`src/rtl/cmc_regs.svh`:
```
// Purpose: register offsets, field positions and reset values for the comparator output control
// Assumes: byte-wide registers on a plain strobe port
// Notes: included by the design files
`ifndef CMC_REGS_SVH
`define CMC_REGS_SVH

`define CMC_ADDR_W 4
`define CMC_DATA_W 8

`define CMC_OFS_C1_CTRL0 4'h0
`define CMC_OFS_C1_CTRL1 4'h1
`define CMC_OFS_C2_CTRL0 4'h2
`define CMC_OFS_C2_CTRL1 4'h3
`define CMC_OFS_SUMMARY 4'h4
`define CMC_OFS_IRQ_EN 4'h5
`define CMC_OFS_IRQ_STAT 4'h6
`define CMC_OFS_IRQ_MASK 4'h7

`define CMC_CTRL0_ENABLE 7
`define CMC_CTRL0_RESULT 6
`define CMC_CTRL0_INVERT 4
`define CMC_CTRL0_HYST 1
`define CMC_CTRL0_SYNC 0
`define CMC_CTRL0_WMASK 8'h93

`define CMC_CTRL1_RISE 1
`define CMC_CTRL1_FALL 0
`define CMC_CTRL1_WMASK 8'h03

`define CMC_IRQEN_ZCD 6
`define CMC_IRQEN_WMASK 8'h43

`define CMC_NUM_CMP 2
`define CMC_RESET_BYTE 8'h00

`endif

```
`src/rtl/cmc_pkg.sv`:
```
// Purpose: shared types of the comparator output control
// Assumes: constants come from the register header
// Notes: one enum describes the pin path mode: off, async or sync
package cmc_pkg;
    typedef enum logic [1:0] {
        CMC_PATH_OFF,
        CMC_PATH_ASYNC,
        CMC_PATH_SYNC
    } cmc_path_t;
endpackage

```
`src/rtl/cmc_top.sv`:
```
// Summary of operation
// - each comparator has a first control register with enable, result, invert, hysteresis and sync bits and a second with edge enables.
// - the enable bit runs the comparator; cleared, it is held idle with its result and pin outputs forced to 0.
// - enabling the second comparator also turns on the low-frequency oscillator that clocks it.
// - the result reads back in the comparator's control register and as a mirror bit in the summary register.
// - the internal result is latched every cycle; pin outputs are also registered every cycle unless sync is requested.
// - the invert bit flips the result ahead of the read bit, latch and pin path.
// - with invert off the result reads 1 when the negative input is below the positive input, else 0; invert swaps this.
// - with sync set, the pin output updates only on falling edges of the timer clock; the read result still updates every cycle.
//
// Purpose: register file and output control around two analog comparators
// Assumes: 10 MHz i_clock, raw compare results and timer clock asynchronous
// Notes: pin routing itself sits in the port logic outside this block
`timescale 1ns/1ns
`include "cmc_regs.svh"

module cmc_top
    import cmc_pkg::*;
(
    input wire logic i_clock,
    input wire logic i_nrst,
    input wire logic [`CMC_ADDR_W-1:0] i_addr,
    input wire logic [`CMC_DATA_W-1:0] i_wdata,
    input wire logic i_wr,
    input wire logic i_rd,
    output logic [`CMC_DATA_W-1:0] o_rdata,
    input wire logic [`CMC_NUM_CMP-1:0] i_cmp_raw,
    input wire logic i_timer_clk,
    output logic [`CMC_NUM_CMP-1:0] o_cmp_pin,
    output logic [`CMC_NUM_CMP-1:0] o_cmp_enable,
    output logic [`CMC_NUM_CMP-1:0] o_cmp_hyst,
    output logic o_low_freq_internal_osc_en,
    output logic o_first_comparator_irq,
    output logic o_second_comparator_irq,
    output logic o_irq
);
    logic [`CMC_DATA_W-1:0] ctrl0_q [`CMC_NUM_CMP];
    logic [`CMC_DATA_W-1:0] ctrl1_q [`CMC_NUM_CMP];
    logic [`CMC_DATA_W-1:0] irq_en_q;
    logic [`CMC_NUM_CMP-1:0] stat_q;
    logic [`CMC_NUM_CMP-1:0] mask_q;
    logic [`CMC_NUM_CMP-1:0] result;
    logic [`CMC_NUM_CMP-1:0] edge_ev;
    logic [`CMC_DATA_W-1:0] rdata_q;
    logic [`CMC_DATA_W-1:0] rdata_d;

    genvar g;
    generate
        for (g = 0; g < `CMC_NUM_CMP; g++)
        begin : gen_cmp
            always_ff @(posedge i_clock or negedge i_nrst)
            begin
                if (!i_nrst)
                begin
                    ctrl0_q[g] <= `CMC_RESET_BYTE;
                    ctrl1_q[g] <= `CMC_RESET_BYTE;
                end
                else if (i_wr)
                begin
                    if (i_addr == `CMC_OFS_C1_CTRL0 + 4'(2 * g))
                        ctrl0_q[g] <= i_wdata & `CMC_CTRL0_WMASK;
                    if (i_addr == `CMC_OFS_C1_CTRL1 + 4'(2 * g))
                        ctrl1_q[g] <= i_wdata & `CMC_CTRL1_WMASK;
                end
            end

            cmc_channel u_chan (
                .i_clock(i_clock),
                .i_nrst(i_nrst),
                .i_enable(ctrl0_q[g][`CMC_CTRL0_ENABLE]),
                .i_invert(ctrl0_q[g][`CMC_CTRL0_INVERT]),
                .i_sync(ctrl0_q[g][`CMC_CTRL0_SYNC]),
                .i_rise_en(ctrl1_q[g][`CMC_CTRL1_RISE]),
                .i_fall_en(ctrl1_q[g][`CMC_CTRL1_FALL]),
                .i_raw(i_cmp_raw[g]),
                .i_timer_clk(i_timer_clk),
                .o_result(result[g]),
                .o_pin(o_cmp_pin[g]),
                .o_edge(edge_ev[g])
            );

            assign o_cmp_enable[g] = ctrl0_q[g][`CMC_CTRL0_ENABLE];
            assign o_cmp_hyst[g] = ctrl0_q[g][`CMC_CTRL0_HYST];

            always_ff @(posedge i_clock or negedge i_nrst)
            begin
                if (!i_nrst)
                    stat_q[g] <= 1'b0;
                else if (edge_ev[g])
                    stat_q[g] <= 1'b1;
                else if (i_wr && i_addr == `CMC_OFS_IRQ_STAT && i_wdata[g])
                    stat_q[g] <= 1'b0;
            end
        end
    endgenerate

    assign o_low_freq_internal_osc_en = ctrl0_q[1][`CMC_CTRL0_ENABLE];

    always_ff @(posedge i_clock or negedge i_nrst)
    begin
        if (!i_nrst)
        begin
            irq_en_q <= `CMC_RESET_BYTE;
            mask_q <= '0;
        end
        else if (i_wr)
        begin
            if (i_addr == `CMC_OFS_IRQ_EN)
                irq_en_q <= i_wdata & `CMC_IRQEN_WMASK;
            if (i_addr == `CMC_OFS_IRQ_MASK)
                mask_q <= i_wdata[`CMC_NUM_CMP-1:0];
        end
    end

    assign o_first_comparator_irq = stat_q[0] & irq_en_q[0];
    assign o_second_comparator_irq = stat_q[1] & irq_en_q[1];
    // level irq; a source needs both its mask and its enable bit set
    assign o_irq = |(stat_q & mask_q & irq_en_q[`CMC_NUM_CMP-1:0]);

    always_comb
    begin
        rdata_d = `CMC_RESET_BYTE;
        case (i_addr)
            `CMC_OFS_C1_CTRL0:
            begin
                rdata_d = ctrl0_q[0];
                rdata_d[`CMC_CTRL0_RESULT] = result[0];
            end
            `CMC_OFS_C1_CTRL1: rdata_d = ctrl1_q[0];
            `CMC_OFS_C2_CTRL0:
            begin
                rdata_d = ctrl0_q[1];
                rdata_d[`CMC_CTRL0_RESULT] = result[1];
            end
            `CMC_OFS_C2_CTRL1: rdata_d = ctrl1_q[1];
            `CMC_OFS_SUMMARY: rdata_d = {6'h00, result};
            `CMC_OFS_IRQ_EN: rdata_d = irq_en_q;
            `CMC_OFS_IRQ_STAT: rdata_d = {6'h00, stat_q};
            `CMC_OFS_IRQ_MASK: rdata_d = {6'h00, mask_q};
            default: rdata_d = `CMC_RESET_BYTE;
        endcase
    end

    // read data only in the cycle after the strobe
    always_ff @(posedge i_clock or negedge i_nrst)
    begin
        if (!i_nrst)
            rdata_q <= `CMC_RESET_BYTE;
        else if (i_rd)
            rdata_q <= rdata_d;
        else
            rdata_q <= `CMC_RESET_BYTE;
    end

    assign o_rdata = rdata_q;
endmodule

```
`src/rtl/cmc_channel.sv`:
```
// Purpose: one comparator output path: gating, polarity, latch, sync and edge detect
// Assumes: raw compare result and timer clock arrive asynchronously
// Notes: the first synchroniser flops feed only their second flops
`timescale 1ns/1ns
`include "cmc_regs.svh"

module cmc_channel
    import cmc_pkg::*;
(
    input wire logic i_clock,
    input wire logic i_nrst,
    input wire logic i_enable,
    input wire logic i_invert,
    input wire logic i_sync,
    input wire logic i_rise_en,
    input wire logic i_fall_en,
    input wire logic i_raw,
    input wire logic i_timer_clk,
    output logic o_result,
    output logic o_pin,
    output logic o_edge
);
    logic raw_meta_q;
    logic raw_sync_q;
    logic tclk_meta_q;
    logic tclk_sync_q;
    logic tclk_prev_q;
    logic result_q;
    logic pin_q;
    logic pol_d;
    logic tclk_fall;
    cmc_path_t path_d;

    always_ff @(posedge i_clock or negedge i_nrst)
    begin
        if (!i_nrst)
        begin
            raw_meta_q <= 1'b0;
            raw_sync_q <= 1'b0;
            tclk_meta_q <= 1'b0;
            tclk_sync_q <= 1'b0;
            tclk_prev_q <= 1'b0;
        end
        else
        begin
            raw_meta_q <= i_raw;
            raw_sync_q <= raw_meta_q;
            tclk_meta_q <= i_timer_clk;
            tclk_sync_q <= tclk_meta_q;
            tclk_prev_q <= tclk_sync_q;
        end
    end

    assign pol_d = i_enable & (raw_sync_q ^ i_invert);
    assign tclk_fall = tclk_prev_q & ~tclk_sync_q;

    always_comb
    begin
        if (!i_enable)
            path_d = CMC_PATH_OFF;
        else if (i_sync)
            path_d = CMC_PATH_SYNC;
        else
            path_d = CMC_PATH_ASYNC;
    end

    always_ff @(posedge i_clock or negedge i_nrst)
    begin
        if (!i_nrst)
            result_q <= 1'b0;
        else
            result_q <= pol_d;
    end

    always_ff @(posedge i_clock or negedge i_nrst)
    begin
        if (!i_nrst)
            pin_q <= 1'b0;
        else
        begin
            case (path_d)
                CMC_PATH_OFF: pin_q <= 1'b0;
                CMC_PATH_SYNC:
                begin
                    if (tclk_fall)
                        pin_q <= pol_d;
                end
                CMC_PATH_ASYNC: pin_q <= pol_d;
                default: pin_q <= 1'b0;
            endcase
        end
    end

    assign o_result = result_q;
    assign o_pin = pin_q;
    assign o_edge = i_enable & ((i_rise_en & pol_d & ~result_q) | (i_fall_en & ~pol_d & result_q));
endmodule

```
`config.mk`:
```
export PLATFORM = sky130hd
export DESIGN_NAME = cmc_top
export DESIGN_NICKNAME = d
export VERILOG_FILES = /design/src/rtl/cmc_pkg.sv /design/src/rtl/cmc_top.sv /design/src/rtl/cmc_channel.sv
export VERILOG_INCLUDE_DIRS = /design/src /design/src/rtl
export SDC_FILE = /design/constraint.sdc
export NUM_CORES = 1
export LEC_CHECK = 0
export ABC_AREA = 1
export BUFFER_PORTS_ARGS = -buffer_cell sky130_fd_sc_hd__buf_2
export CORE_ASPECT_RATIO = 2
export CORE_MARGIN = 1
export CORE_UTILIZATION = 52
export DETAILED_ROUTE_END_ITERATION = 8
export GPL_ROUTABILITY_DRIVEN = 0
export GPL_TIMING_DRIVEN = 0
export PLACE_DENSITY = 0.77
export REMOVE_ABC_BUFFERS = 1
export SETUP_SLACK_MARGIN = 0.15
export SLEW_MARGIN = 20
export SYNTH_ARGS = -nofsm -noshare
export SYNTH_HDL_FRONTEND = slang
export SYNTH_HIERARCHICAL = 1
export SYNTH_SLANG_ARGS = --single-unit
```
`constraint.sdc`:
```
create_clock -name i_clock -period 1.1 [get_ports i_clock]
set_clock_uncertainty 0.05 [all_clocks]
set_input_delay 0.055 -clock i_clock [delete_from_list [all_inputs] [get_ports i_clock]]
set_output_delay 0.055 -clock i_clock [all_outputs]
set_load 0.005 [all_outputs]
```
Yosys cells after proc, flatten, opt, wreduce, memory -nomap -nowiden
Index checks and enable logic that the tools add are counted.
{"block": "classes", "muxes": 14, "eq_ne": 13, "n_reduce_logical": 13, "bitwise": 26}
{"cell": "$pmux 8 s8", "n": 1}
{"cell": "$eq 4x3->1 const B", "n": 4}
{"cell": "$and 1x1->1", "n": 15}
{"cell": "$reduce_and 2->1", "n": 6}
{"cell": "$eq 4x2->1 const B", "n": 2}
{"cell": "$mux 2", "n": 4}
{"cell": "$mux 8", "n": 1}
{"cell": "$mux 1", "n": 6}
{"cell": "$not 1->1", "n": 5}
{"cell": "$and 2x2->2", "n": 2}
{"cell": "$eq 2x1->1 const B", "n": 2}
{"cell": "$eq 2x2->1 const B", "n": 2}
{"cell": "$eq 4x1->1 const B", "n": 1}
{"cell": "$logic_not 4->1", "n": 1}
{"cell": "$pmux 1 s2", "n": 2}
{"cell": "$reduce_bool 2->1", "n": 2}
{"cell": "$logic_and 1x1->1", "n": 3}
{"cell": "$ne 2x1->1 const B", "n": 1}
{"cell": "$ne 2x2->1 const B", "n": 1}
{"cell": "$or 1x1->1", "n": 2}
{"cell": "$reduce_or 2->1", "n": 1}
{"cell": "$xor 1x1->1", "n": 2}
{"block": "word_totals", "inputBits": 19, "ff_bits": 38, "out_inout_bits": 18}

Longest topological paths before layout
Gate-level depths: netlist (run 1).
{"block": "logic_depth", "word_depth": 8, "depth_mapped": 7, "depth_no_buf": 7}

Hierarchy
Netlist (run 1), hierarchy kept.
{"module": "cmc_top", "area_per_inst_um2": 1182.4, "seq_area_each_um2": 600.6, "cells_each": 148, "instances": 1}
{"module": "cmc_channel", "area_per_inst_um2": 266.5, "seq_area_each_um2": 175.2, "cells_each": 29, "instances": 2}

Least setup slack after synthesis (run 1)
Ideal clock, no wire load.
{"block": "synth_timing", "kind": "register to register", "start": "reg ctrl0_q[12] (netlist bit)", "end": "reg stat_q[0]", "required_ns": 0.932, "stages_incl_launch_ff": 6, "period_less_slack_ns": 0.997, "setup_time_ns": 0.118, "path_slack_ns": 0.103, "n_path_buf": 0, "arrival_time_ns": 0.829, "path_cell_list": "dfrtp_1 -> nor2_1 -> nor2_2 -> nor2_1 -> nor2_1 -> a21o_1"}
{"block": "synth_via", "elab_chain_cells": 8}
{"item": "start: declaration", "line_no": "cmc_top.sv:37", "text": "logic [`CMC_DATA_W-1:0] ctrl0_q [`CMC_NUM_CMP];"}
{"item": "start signal: indexed assignment", "line_no": "cmc_top.sv:55", "text": "ctrl0_q[g] <= `CMC_RESET_BYTE;"}
{"item": "start signal: indexed assignment", "line_no": "cmc_top.sv:61", "text": "ctrl0_q[g] <= i_wdata & `CMC_CTRL0_WMASK;"}
{"item": "$xor 1x1->1 *", "line_no": "cmc_channel.sv:54", "text": "assign pol_d = i_enable & (raw_sync_q ^ i_invert);"}
{"item": "$and 1x1->1 *", "line_no": "cmc_channel.sv:54"}
{"item": "net gen_cmp[0].u_chan.pol_d", "line_no": "cmc_channel.sv:30", "text": "logic pol_d;"}
{"item": "$not 1->1", "line_no": "cmc_channel.sv:96", "text": "assign o_edge = i_enable & ((i_rise_en & pol_d & ~result_q) | (i_fall_en & ~pol_d & result_q));"}
{"item": "$and 1x1->1 (2 in a row)", "line_no": "cmc_channel.sv:96"}
{"item": "$or 1x1->1 *", "line_no": "cmc_channel.sv:96"}
{"item": "$and 1x1->1 *", "line_no": "cmc_channel.sv:96"}
{"item": "net edge_ev[0]", "line_no": "cmc_top.sv:43", "text": "logic [`CMC_NUM_CMP-1:0] edge_ev;"}
{"item": "$mux 1 / $reduce_bool 2->1 (equally long branches)"}
{"item": "end signal: indexed assignment", "line_no": "cmc_top.sv:88", "text": "stat_q[g] <= 1'b0;"}
{"item": "end signal: indexed assignment", "line_no": "cmc_top.sv:90", "text": "stat_q[g] <= 1'b1;"}
{"item": "end signal: indexed assignment", "line_no": "cmc_top.sv:92", "text": "stat_q[g] <= 1'b0;"}
{"item": "end: declaration", "line_no": "cmc_top.sv:40", "text": "logic [`CMC_NUM_CMP-1:0] stat_q;"}
The timed path passes the listed nets; every way through them passes the cells marked *.
A chain may end at the register's enable or synchronous reset.

Worst setup path after layout (run 1)
{"block": "layout_timing", "start": "reg irq_en_q[1]", "end": "out o_irq"}
{"block": "layout_via", "elab_chain_cells": 2}
{"item": "start: declaration", "line_no": "cmc_top.sv:39", "text": "logic [`CMC_DATA_W-1:0] irq_en_q;"}
{"item": "start signal: assignment", "line_no": "cmc_top.sv:103", "text": "irq_en_q <= `CMC_RESET_BYTE;"}
{"item": "start signal: assignment", "line_no": "cmc_top.sv:109", "text": "irq_en_q <= i_wdata & `CMC_IRQEN_WMASK;"}
{"item": "$and 2x2->2", "line_no": "cmc_top.sv:118", "text": "assign o_irq = |(stat_q & mask_q & irq_en_q[`CMC_NUM_CMP-1:0]);"}
{"item": "$reduce_or 2->1", "line_no": "cmc_top.sv:118"}
{"item": "end: declaration", "line_no": "cmc_top.sv:35", "text": "output logic o_irq"}
No other way between the ends.

==> flow_summary.toml, run 1 <==
[synthesis]
syn_inst = 206
yosys_warnings = 6
synth_cell_types = 22
ys_seq_area_share_pct = 55.4
ys_seq_elements = 38
synth_area_sq_um = 1720
synth.avg_cell_area_sq_um = 8.33

[layout]
diodes = 0
utilization_pct = 67.9
multi_input_area_sq_um = 648
final_cell_mix = "nand2_1, dfrtp_1, buf_2, inv_1"
final_area_sq_um = 2140
final_common_cell = "nand2_1"
layout.cells.non_filler = 284
drive_above_1_share_pct = 28.5
regArea_sq_um = 953
syn_to_final_growth_pct = 25.0
fillers = 279
final_nets = 273

[power_and_ir_drop]
p_leak_nw = 1.16
p_per_area_nw_per_um2 = 1650
peakVddDrop_mv = 1.60
power_mw = 3.54

[clock_network]
cts_max_path_buffers = 2
cts_htree_levels = 2
numCtsBuffers = 5
clock_latency_ps = 290
clk_pin_slew_ps = 70
cts_tree = "built"
cts_sinks = 38
cts_root_buf = "clkbuf_8"
hold_buffers = 7

[sta]
worst_pin_slew_ps = 811
setup-tns-final_ps = -91.3
setup_viol = 1
hold_viol_final = 38
relSlewSlack_pct = 46.0
min_period_ps = 1190
grt_setup_unrepaired = "yes"
hold_slack_ps = -201
max_freq_mhz = 839
setup_ws_ps = -91.3
slew_viol_final = 0
fin_crit_sh_pct = 108

[setup_path]
crit_path_max_incr_delay_ps = 380
crit_slowest_cell = "dfrtp_1"
critPathKind = "reg -> out"
rr_endpoint = "stat_q[0]"
worstRegToRegCells = 5
required_ps = 1000
r2r_setup_slack_ps = 20
cp-start-kind = "flip-flop"
crit_start = "irq_en_q[1]"
critPathMaxFanout = 2
end_kind = "primary output"
cp-endpoint = "o_irq"
crit_chain = "nand2_1 -> inv_1 -> a22o_1 -> buf_2"
cp.arrival_ps = 1090
rr_startpoint = "ctrl0_q[12]"

[detailed_routing]
detail-route-antenna-nets = 0
wire_per_inst_microns = 12.6
totalWireLength_microns = 3570
highest_layer = "met4"
drt-met1-wl_microns = 1330
via_per_inst = 5.11
firstDrtPassIters = 4
drt_iter0_markers = 28
met3_length_microns = 129
vias = 1452
drc_errors = 0
met2WireLength_microns = 2010

[floorplanning]
fp.coreArea_sq_um = 3160
ios = 37
dieArea_sq_um = 3550
initial_core_util_pct = 54.3
die_w_microns = 42.6
dieHeight_microns = 83.2
row_count = 29

[global_routing]
grt_max_degree = 39
grt_pass1_vias = 1424
grt_first_pass_wirelength_microns = 6220
antenna_found_initial = 0
gr-total-overflow = 0
grtUsageTotal_pct = 23.3

[status]
violations = "negative hold slack, negative setup slack"
status = "finished with violations"

[placed_design]
dpl-instance-area_sq_um = 1850
place_inst = 260
dp_slack_ps = -412
dp.final_hpwl_microns = 2500
portBuffers = 30

[job]
cap_violations = 0

[worst_hold_path]
min_path_type = "in -> async"
[what timing repair did]
action / in CTS / in global routing
setup endpoints to repair: 27 / 18
hold endpoints to repair: 48 / 38
pin swaps: 3 / 8
cloned: 0 / 0
setup buffers: 7 / 4
resized for setup: 6 / 14
[cell type report]
type                    instances  area share [%]
inverters                      28            4.90
repair buffers                 48            14.8
flip-flops and latches         38            44.5
clock buffers                   6            3.85
multi-input cells             133            30.2
well taps                      31            1.81
[sequential cells by signal (all words and copies together), names as in the netlist, 3 cells and up]
name,cells
ctrl0_q,4
irq_en_q,3
o_rdata,5
ctrl1_q,4
[cells in the mapped netlist]
cell | n | area share, %
a21oi_1 | 4 | 1.2
clkinv_1 | 1 | 0.22
and3_1 | 1 | 0.36
conb_1 | 1 | 0.22
o21bai_1 | 2 | 0.88
nand3_1 | 20 | 5.8
buf_2 | 1 | 0.29
clkbuf_1 | 1 | 0.22
nor2_1 | 14 | 3.1
nor3_2 | 1 | 0.58
nand2_1 | 57 | 12
o21ai_1 | 16 | 4.7
nor2_2 | 6 | 2.2
inv_2 | 3 | 0.66
buf_4 | 7 | 3.1
nand2_2 | 2 | 0.73
a22o_1 | 1 | 0.51
inv_1 | 24 | 5.3
a21o_1 | 2 | 0.88
o21ai_0 | 2 | 0.58
dfrtp_1 | 38 | 55
nand4_1 | 2 | 0.73
[critical path: cells and delay by family (launching register included)]
| kind | cells | cell delay [ps] |
|---|---|---|
| DFF | 1 | 380 |
| AOI/OAI and AO/OA | 1 | 190 |
| buffers and inverters | 2 | 160 |
| and+or+nand+nor | 1 | 70 |
[metal layers]
layer | vias to the layer above | GRT usage, %
met5 | - | 0
met4 | 0 | 11.4
met3 | 9 | 4.35
met2 | 41 | 42.7
met1 | 670 | 24.2
li1 | 732 | -
[worst min path at each step]
stage,start,end,slack [ps],cells after the start
after CTS,i_nrst,gen_cmp[1].u_chan/o_result,-170,1
after floorplan,i_nrst,ctrl0_q[0],-290,0
final,i_nrst,gen_cmp[1].u_chan/o_result,-200,1
after global placement,i_cmp_raw[0],gen_cmp[0].u_chan/raw_meta_q,110,1
after global routing,i_nrst,gen_cmp[1].u_chan/o_result,-130,1
after detailed placement,i_cmp_raw[1],gen_cmp[1].u_chan/raw_meta_q,110,1
[report_power, final]
group / total (mW) / switching (mW) / internal [mW]
sequential: 1.80 / 0.180 / 1.62
clock: 0.925 / 0.442 / 0.483
combinational: 0.813 / 0.384 / 0.429
[kinds of logic (layout without fill, tap and decap cells)]
| family | count (synthesis) | after routing | synth area share, % |
|---|---|---|---|
| DFF | 38 | 38 | 55.4 |
| buffers and inverters | 37 | 82 | 9.70 |
| other | 1 | 3 | 0.219 |
| AOI/OAI and AO/OA | 27 | 27 | 8.68 |
| and+or+nand+nor | 103 | 103 | 26.0 |
No activity file was read; power rests on OpenSTA's default activity.
==> run 2: changes to the inputs <==
--- a/config.mk
+++ b/config.mk
@@ -14,7 +14,7 @@
 export DETAILED_ROUTE_END_ITERATION = 8
 export GPL_ROUTABILITY_DRIVEN = 0
 export GPL_TIMING_DRIVEN = 0
-export PLACE_DENSITY = 0.77
+export PLACE_DENSITY_LB_ADDON = 0.15
 export REMOVE_ABC_BUFFERS = 1
 export SETUP_SLACK_MARGIN = 0.15
 export SLEW_MARGIN = 20
==> run 2 against run 1 <==
The run still ends with negative hold slack, negative setup slack left. Sequential cell count unchanged. First-iteration DRC count decreased by 14%. Setup slack got worse by 12 ps. Critical path depth unchanged. Largest power group unchanged.
==> flow_summary.toml, run 2 (synthesized netlist as in run 1, its figures left out) <==
[sta]
hold_viol_final = 38
grt_setup_unrepaired = "yes"
relSlewSlack_pct = 45.9
slew_viol_final = 0
fin_crit_sh_pct = 109
max_freq_mhz = 831
hold_slack_ps = -201
setup-tns-final_ps = -128
setup_ws_ps = -103
worst_pin_slew_ps = 812
setup_viol = 2
min_period_ps = 1200

[status]
violations = "negative hold slack, negative setup slack"
status = "finished with violations"

[floorplanning]
dieArea_sq_um = 3550
fp.coreArea_sq_um = 3160
dieHeight_microns = 83.2
ios = 37
row_count = 29
initial_core_util_pct = 54.3
die_w_microns = 42.6

[global_routing]
grt_pass1_vias = 1482
grt_first_pass_wirelength_microns = 6140
gr-total-overflow = 0
antenna_found_initial = 0
grt_max_degree = 39
grtUsageTotal_pct = 23.3

[placed_design]
dp.final_hpwl_microns = 2560
dp_slack_ps = -419
dpl-instance-area_sq_um = 1850
portBuffers = 30

[setup_path]
cp.arrival_ps = 1100
rr_startpoint = "ctrl0_q[12]"
required_ps = 1000
rr_endpoint = "stat_q[0]"
end_kind = "primary output"
critPathKind = "reg -> out"
worstRegToRegCells = 5
cp-start-kind = "flip-flop"
critPathMaxFanout = 2
r2r_setup_slack_ps = 30

[clock_network]
cts_htree_levels = 2
hold_buffers = 7
cts_sinks = 38
cts_max_path_buffers = 2
cts_root_buf = "clkbuf_8"
cts_tree = "built"
clock_latency_ps = 290
clk_pin_slew_ps = 70
numCtsBuffers = 5

[power_and_ir_drop]
p_leak_nw = 1.17
power_mw = 3.57
p_per_area_nw_per_um2 = 1670
peakVddDrop_mv = 1.21

[layout]
final_common_cell = "nand2_1"
largest_reg_flops = 5
final_cell_mix = "nand2_1, dfrtp_1, buf_2, inv_1, nand3_1"
syn_to_final_growth_pct = 24.8
drive_above_1_share_pct = 27.6
final_nets = 274
diodes = 0
final_area_sq_um = 2140

[detailed_routing]
wire_per_inst_microns = 13.2
firstDrtPassIters = 4
detail-route-antenna-nets = 0
vias = 1483
totalWireLength_microns = 3750
via_per_inst = 5.20
drc_errors = 0
drt_iter0_markers = 24

[worst_hold_path]
min_path_type = "in -> async"

[job]
cap_violations = 0
[run 2: how the worst max path moves through the flow]
stage | startpoint | depth (start not counted) | end
6_report | irq_en_q[1] | 4 | o_irq
4_1_cts | stat_q[1] | 4 | o_irq
3_5_place_dp | i_addr[3] | 6 | ctrl0_q[0]
3_3_place_gp | i_addr[3] | 6 | o_cmp_hyst[1]
2_1_floorplan | i_addr[3] | 5 | o_cmp_hyst[1]
5_1_grt | irq_en_q[1] | 4 | o_irq
[run 2: routing by layer]
metal | track usage (%) | routed length, microns
met5 | 0 | 0
met4 | 13.9 | 104
met3 | 4.13 | 159
met2 | 41.1 | 2100
met1 | 24.6 | 1390
[run 2: repair_timing]
item,4_1_cts,5_1_grt
pin swaps,4,7
endpoints found under the setup margin,27,18
buffers inserted,8,4
hold endpoints to repair,48,38
gates resized for setup,5,12
[run 2: report_power, final]
group | internal [mW] | switching (mW) | leakage [nW] | total [mW]
logic | 0.447 | 0.392 | 0.647 | 0.839
registers | 1.62 | 0.181 | 0.477 | 1.80
clock network | 0.483 | 0.446 | 0.0431 | 0.929
[run 2: through the flow]
stage	instances	util, %
floorplan	199	-
global placement	260	58.6
detailed placement	260	58.6
CTS	281	65.6
global route	285	67.8
finish	285	67.8
[run 2: worst max-delay path: stages, from the launching register on]
cell and delay, ps:
dfrtp_1 380, nand2_1 70, inv_1 50, a22o_1 190, buf_2 120
[run 2: area by class of cell]
type | count | area (sq um)
inverters | 28 | 105
flip-flops and latches | 38 | 952
clock buffers | 6 | 82.6
fillers | 281 | 1020
well taps | 31 | 38.8
repair buffers | 49 | 324
multi-input cells | 133 | 638
==> run 3: changes to the inputs <==
--- a/config.mk
+++ b/config.mk
@@ -6,14 +6,13 @@
 export SDC_FILE = /design/constraint.sdc
 export NUM_CORES = 1
 export LEC_CHECK = 0
-export ABC_AREA = 1
 export BUFFER_PORTS_ARGS = -buffer_cell sky130_fd_sc_hd__buf_2
 export CORE_ASPECT_RATIO = 2
 export CORE_MARGIN = 1
 export CORE_UTILIZATION = 52
 export DETAILED_ROUTE_END_ITERATION = 8
 export GPL_ROUTABILITY_DRIVEN = 0
-export GPL_TIMING_DRIVEN = 0
+export GPL_TIMING_DRIVEN = 1
 export PLACE_DENSITY_LB_ADDON = 0.15
 export REMOVE_ABC_BUFFERS = 1
 export SETUP_SLACK_MARGIN = 0.15
==> run 3 against run 2 <==
The flow finishes with violations (negative setup slack). Setup slack lost 71 ps. Via count shrank 15%. Fmax shrank 5.6%. Design area grew 8.4%.
==> flow_summary.toml, run 3 <==
[floorplanning]
row_count = 29
ios = 37
fp.coreArea_sq_um = 3160
die_w_microns = 42.4
initial_core_util_pct = 53.8
dieArea_sq_um = 3510
dieHeight_microns = 82.8

[power_and_ir_drop]
peakVddDrop_mv = 1.46
p_per_area_nw_per_um2 = 1680
power_mw = 3.90
p_leak_nw = 1.17

[setup_path]
end_kind = "flip-flop"
cp.arrival_ps = 1380
critPathKind = "reg -> reg"
required_ps = 1210
cp-start-kind = "flip-flop"
critPathMaxFanout = 3

[layout]
final_cell_mix = "dfrtp_1, buf_2, buf_4, mux2_4, buf_6"
syn_to_final_growth_pct = 36.7
drive_above_1_share_pct = 43.9
largest_reg_flops = 5
final_area_sq_um = 2320
final_common_cell = "dfrtp_1"
diodes = 0
final_nets = 214

[detailed_routing]
vias = 1263
detail-route-antenna-nets = 0
via_per_inst = 5.56
firstDrtPassIters = 4
drt_iter0_markers = 42
wire_per_inst_microns = 17.1
totalWireLength_microns = 3890
drc_errors = 0

[placed_design]
dp_slack_ps = -217
dp.final_hpwl_microns = 2850
dpl-instance-area_sq_um = 1980
portBuffers = 30

[synthesis]
yosys-top-cells-area = "dfrtp_1, mux2_1, buf_4"
synth_top_cell_by_area = "dfrtp_1"
synthDominantCellAreaShare_pct = 56.0
yosys_warnings = 6
synth_edf_count = 0
async_flop_share_pct = 100
synth_commonest_cells = "dfrtp_1, mux2_1, buf_4, and3b_1, o21ai_0"
ys_seq_elements = 38
synth_area_sq_um = 1700
synth_flop_cell = "dfrtp_1"
syn_inst = 134
synth_cell_types = 34
ys_seq_area_share_pct = 56.0
synth.avg_cell_area_sq_um = 12.7
synth.most_common_cell = "dfrtp_1"

[clock_network]
numCtsBuffers = 5
cts_root_buf = "clkbuf_8"
cts_max_path_buffers = 2
cts_htree_levels = 2
cts_sinks = 38
cts_tree = "built"
clk_pin_slew_ps = 70
clock_latency_ps = 280

[global_routing]
grtUsageTotal_pct = 25.0
grt_first_pass_wirelength_microns = 6380
grt_pass1_vias = 1376
antenna_found_initial = 0
grt_max_degree = 39
gr-total-overflow = 0

[sta]
hold_viol_final = 0
grt_setup_unrepaired = "yes"
relSlewSlack_pct = 67.4
worst_pin_slew_ps = 482
hold_slack_ps = 40.0
min_period_ps = 1270
setup_viol = 7
fin_crit_sh_pct = 116
max_freq_mhz = 785
slew_viol_final = 0
setup_ws_ps = -174

[worst_hold_path]
min_path_type = "in -> reg"

[status]
violations = "negative setup slack"
status = "finished with violations"

[job]
cap_violations = 0
==> run 3: final timing paths <==
kind	startpoint	to	slack (ps)	cells after the start
worst max-delay path	irq_en_q[0]	o_rdata[0]	-170	3
worst min-delay path	i_rd	o_rdata[4]	40	3
worst max register to register	irq_en_q[0]	o_rdata[0]	-170	3
worst min register to register	gen_cmp[1].u_chan/tclk_meta_q	gen_cmp[1].u_chan/tclk_sync_q	300	0
max in group asynchronous	i_nrst	ctrl0_q[8]	590	3
min in group asynchronous	i_nrst	stat_q[1]	210	3
==> run 3: what timing repair did <==
| action | in CTS | in global routing |
|---|---|---|
| hold buffers | 7 | 0 |
| endpoints found under the hold margin | 47 | 0 |
| buffers inserted | 7 | 0 |
| gates resized for setup | 27 | 8 |
| pin swaps | 15 | 3 |
| endpoints found under the setup margin | 19 | 29 |
==> run 3: area by class of cell <==
cell class / instances / area [sq um]
Multi-Input combinational cell: 85 / 747
Clock inverter: 1 / 5.00
Clock buffer: 7 / 86.3
Tap cell: 31 / 38.8
Timing Repair Buffer: 63 / 485
Sequential cell: 38 / 951
Fill cell: 234 / 836
Inverter: 2 / 7.51
==> run 3: metal layers <==
| layer | GRT usage (%) | routed length [microns] |
|---|---|---|
| met3 | 3.91 | 131 |
| met4 | 15.9 | 153 |
| met5 | 0 | 0 |
| met1 | 25.4 | 1380 |
| met2 | 44.8 | 2220 |
==> run 3: metrics by stage <==
stage,setup TNS [ps],util [%],std cells
6_report,-656,73.5,227
5_1_grt,-1200,73.5,227
4_1_cts,-652,72.7,227
3_5_place_dp,-2330,62.7,205
3_3_place_gp,-2080,62.7,205
2_1_floorplan,-258,-,125
==> run 3: critical path, cell delays in order (launching register included) <==
cell and delay [ps]:
dfrtp_1 390, mux2_4 280, a222oi_1 300, a31oi_1 130
==> run 3: power by group <==
group          internal [mW]  leakage, nW  switching [mW]
clock                  0.505       0.0482           0.445
combinational          0.720        0.653           0.392
sequential              1.64        0.467           0.193
total                   2.87         1.17            1.03
==> run 3: kinds of logic (layout without fill, tap and decap cells) <==
kind of cell / after synthesis / in the layout / share of synthesized area, %
AO/OA/AOI/OAI: 16 / 16 / 6.26
multiplexers: 24 / 24 / 16.1
flip-flops: 38 / 38 / 56.0
AND/OR/NAND/NOR: 40 / 40 / 15.7
XOR/XNOR: 2 / 2 / 1.03
buffers and inverters: 13 / 73 / 4.64
other: 1 / 3 / 0.221
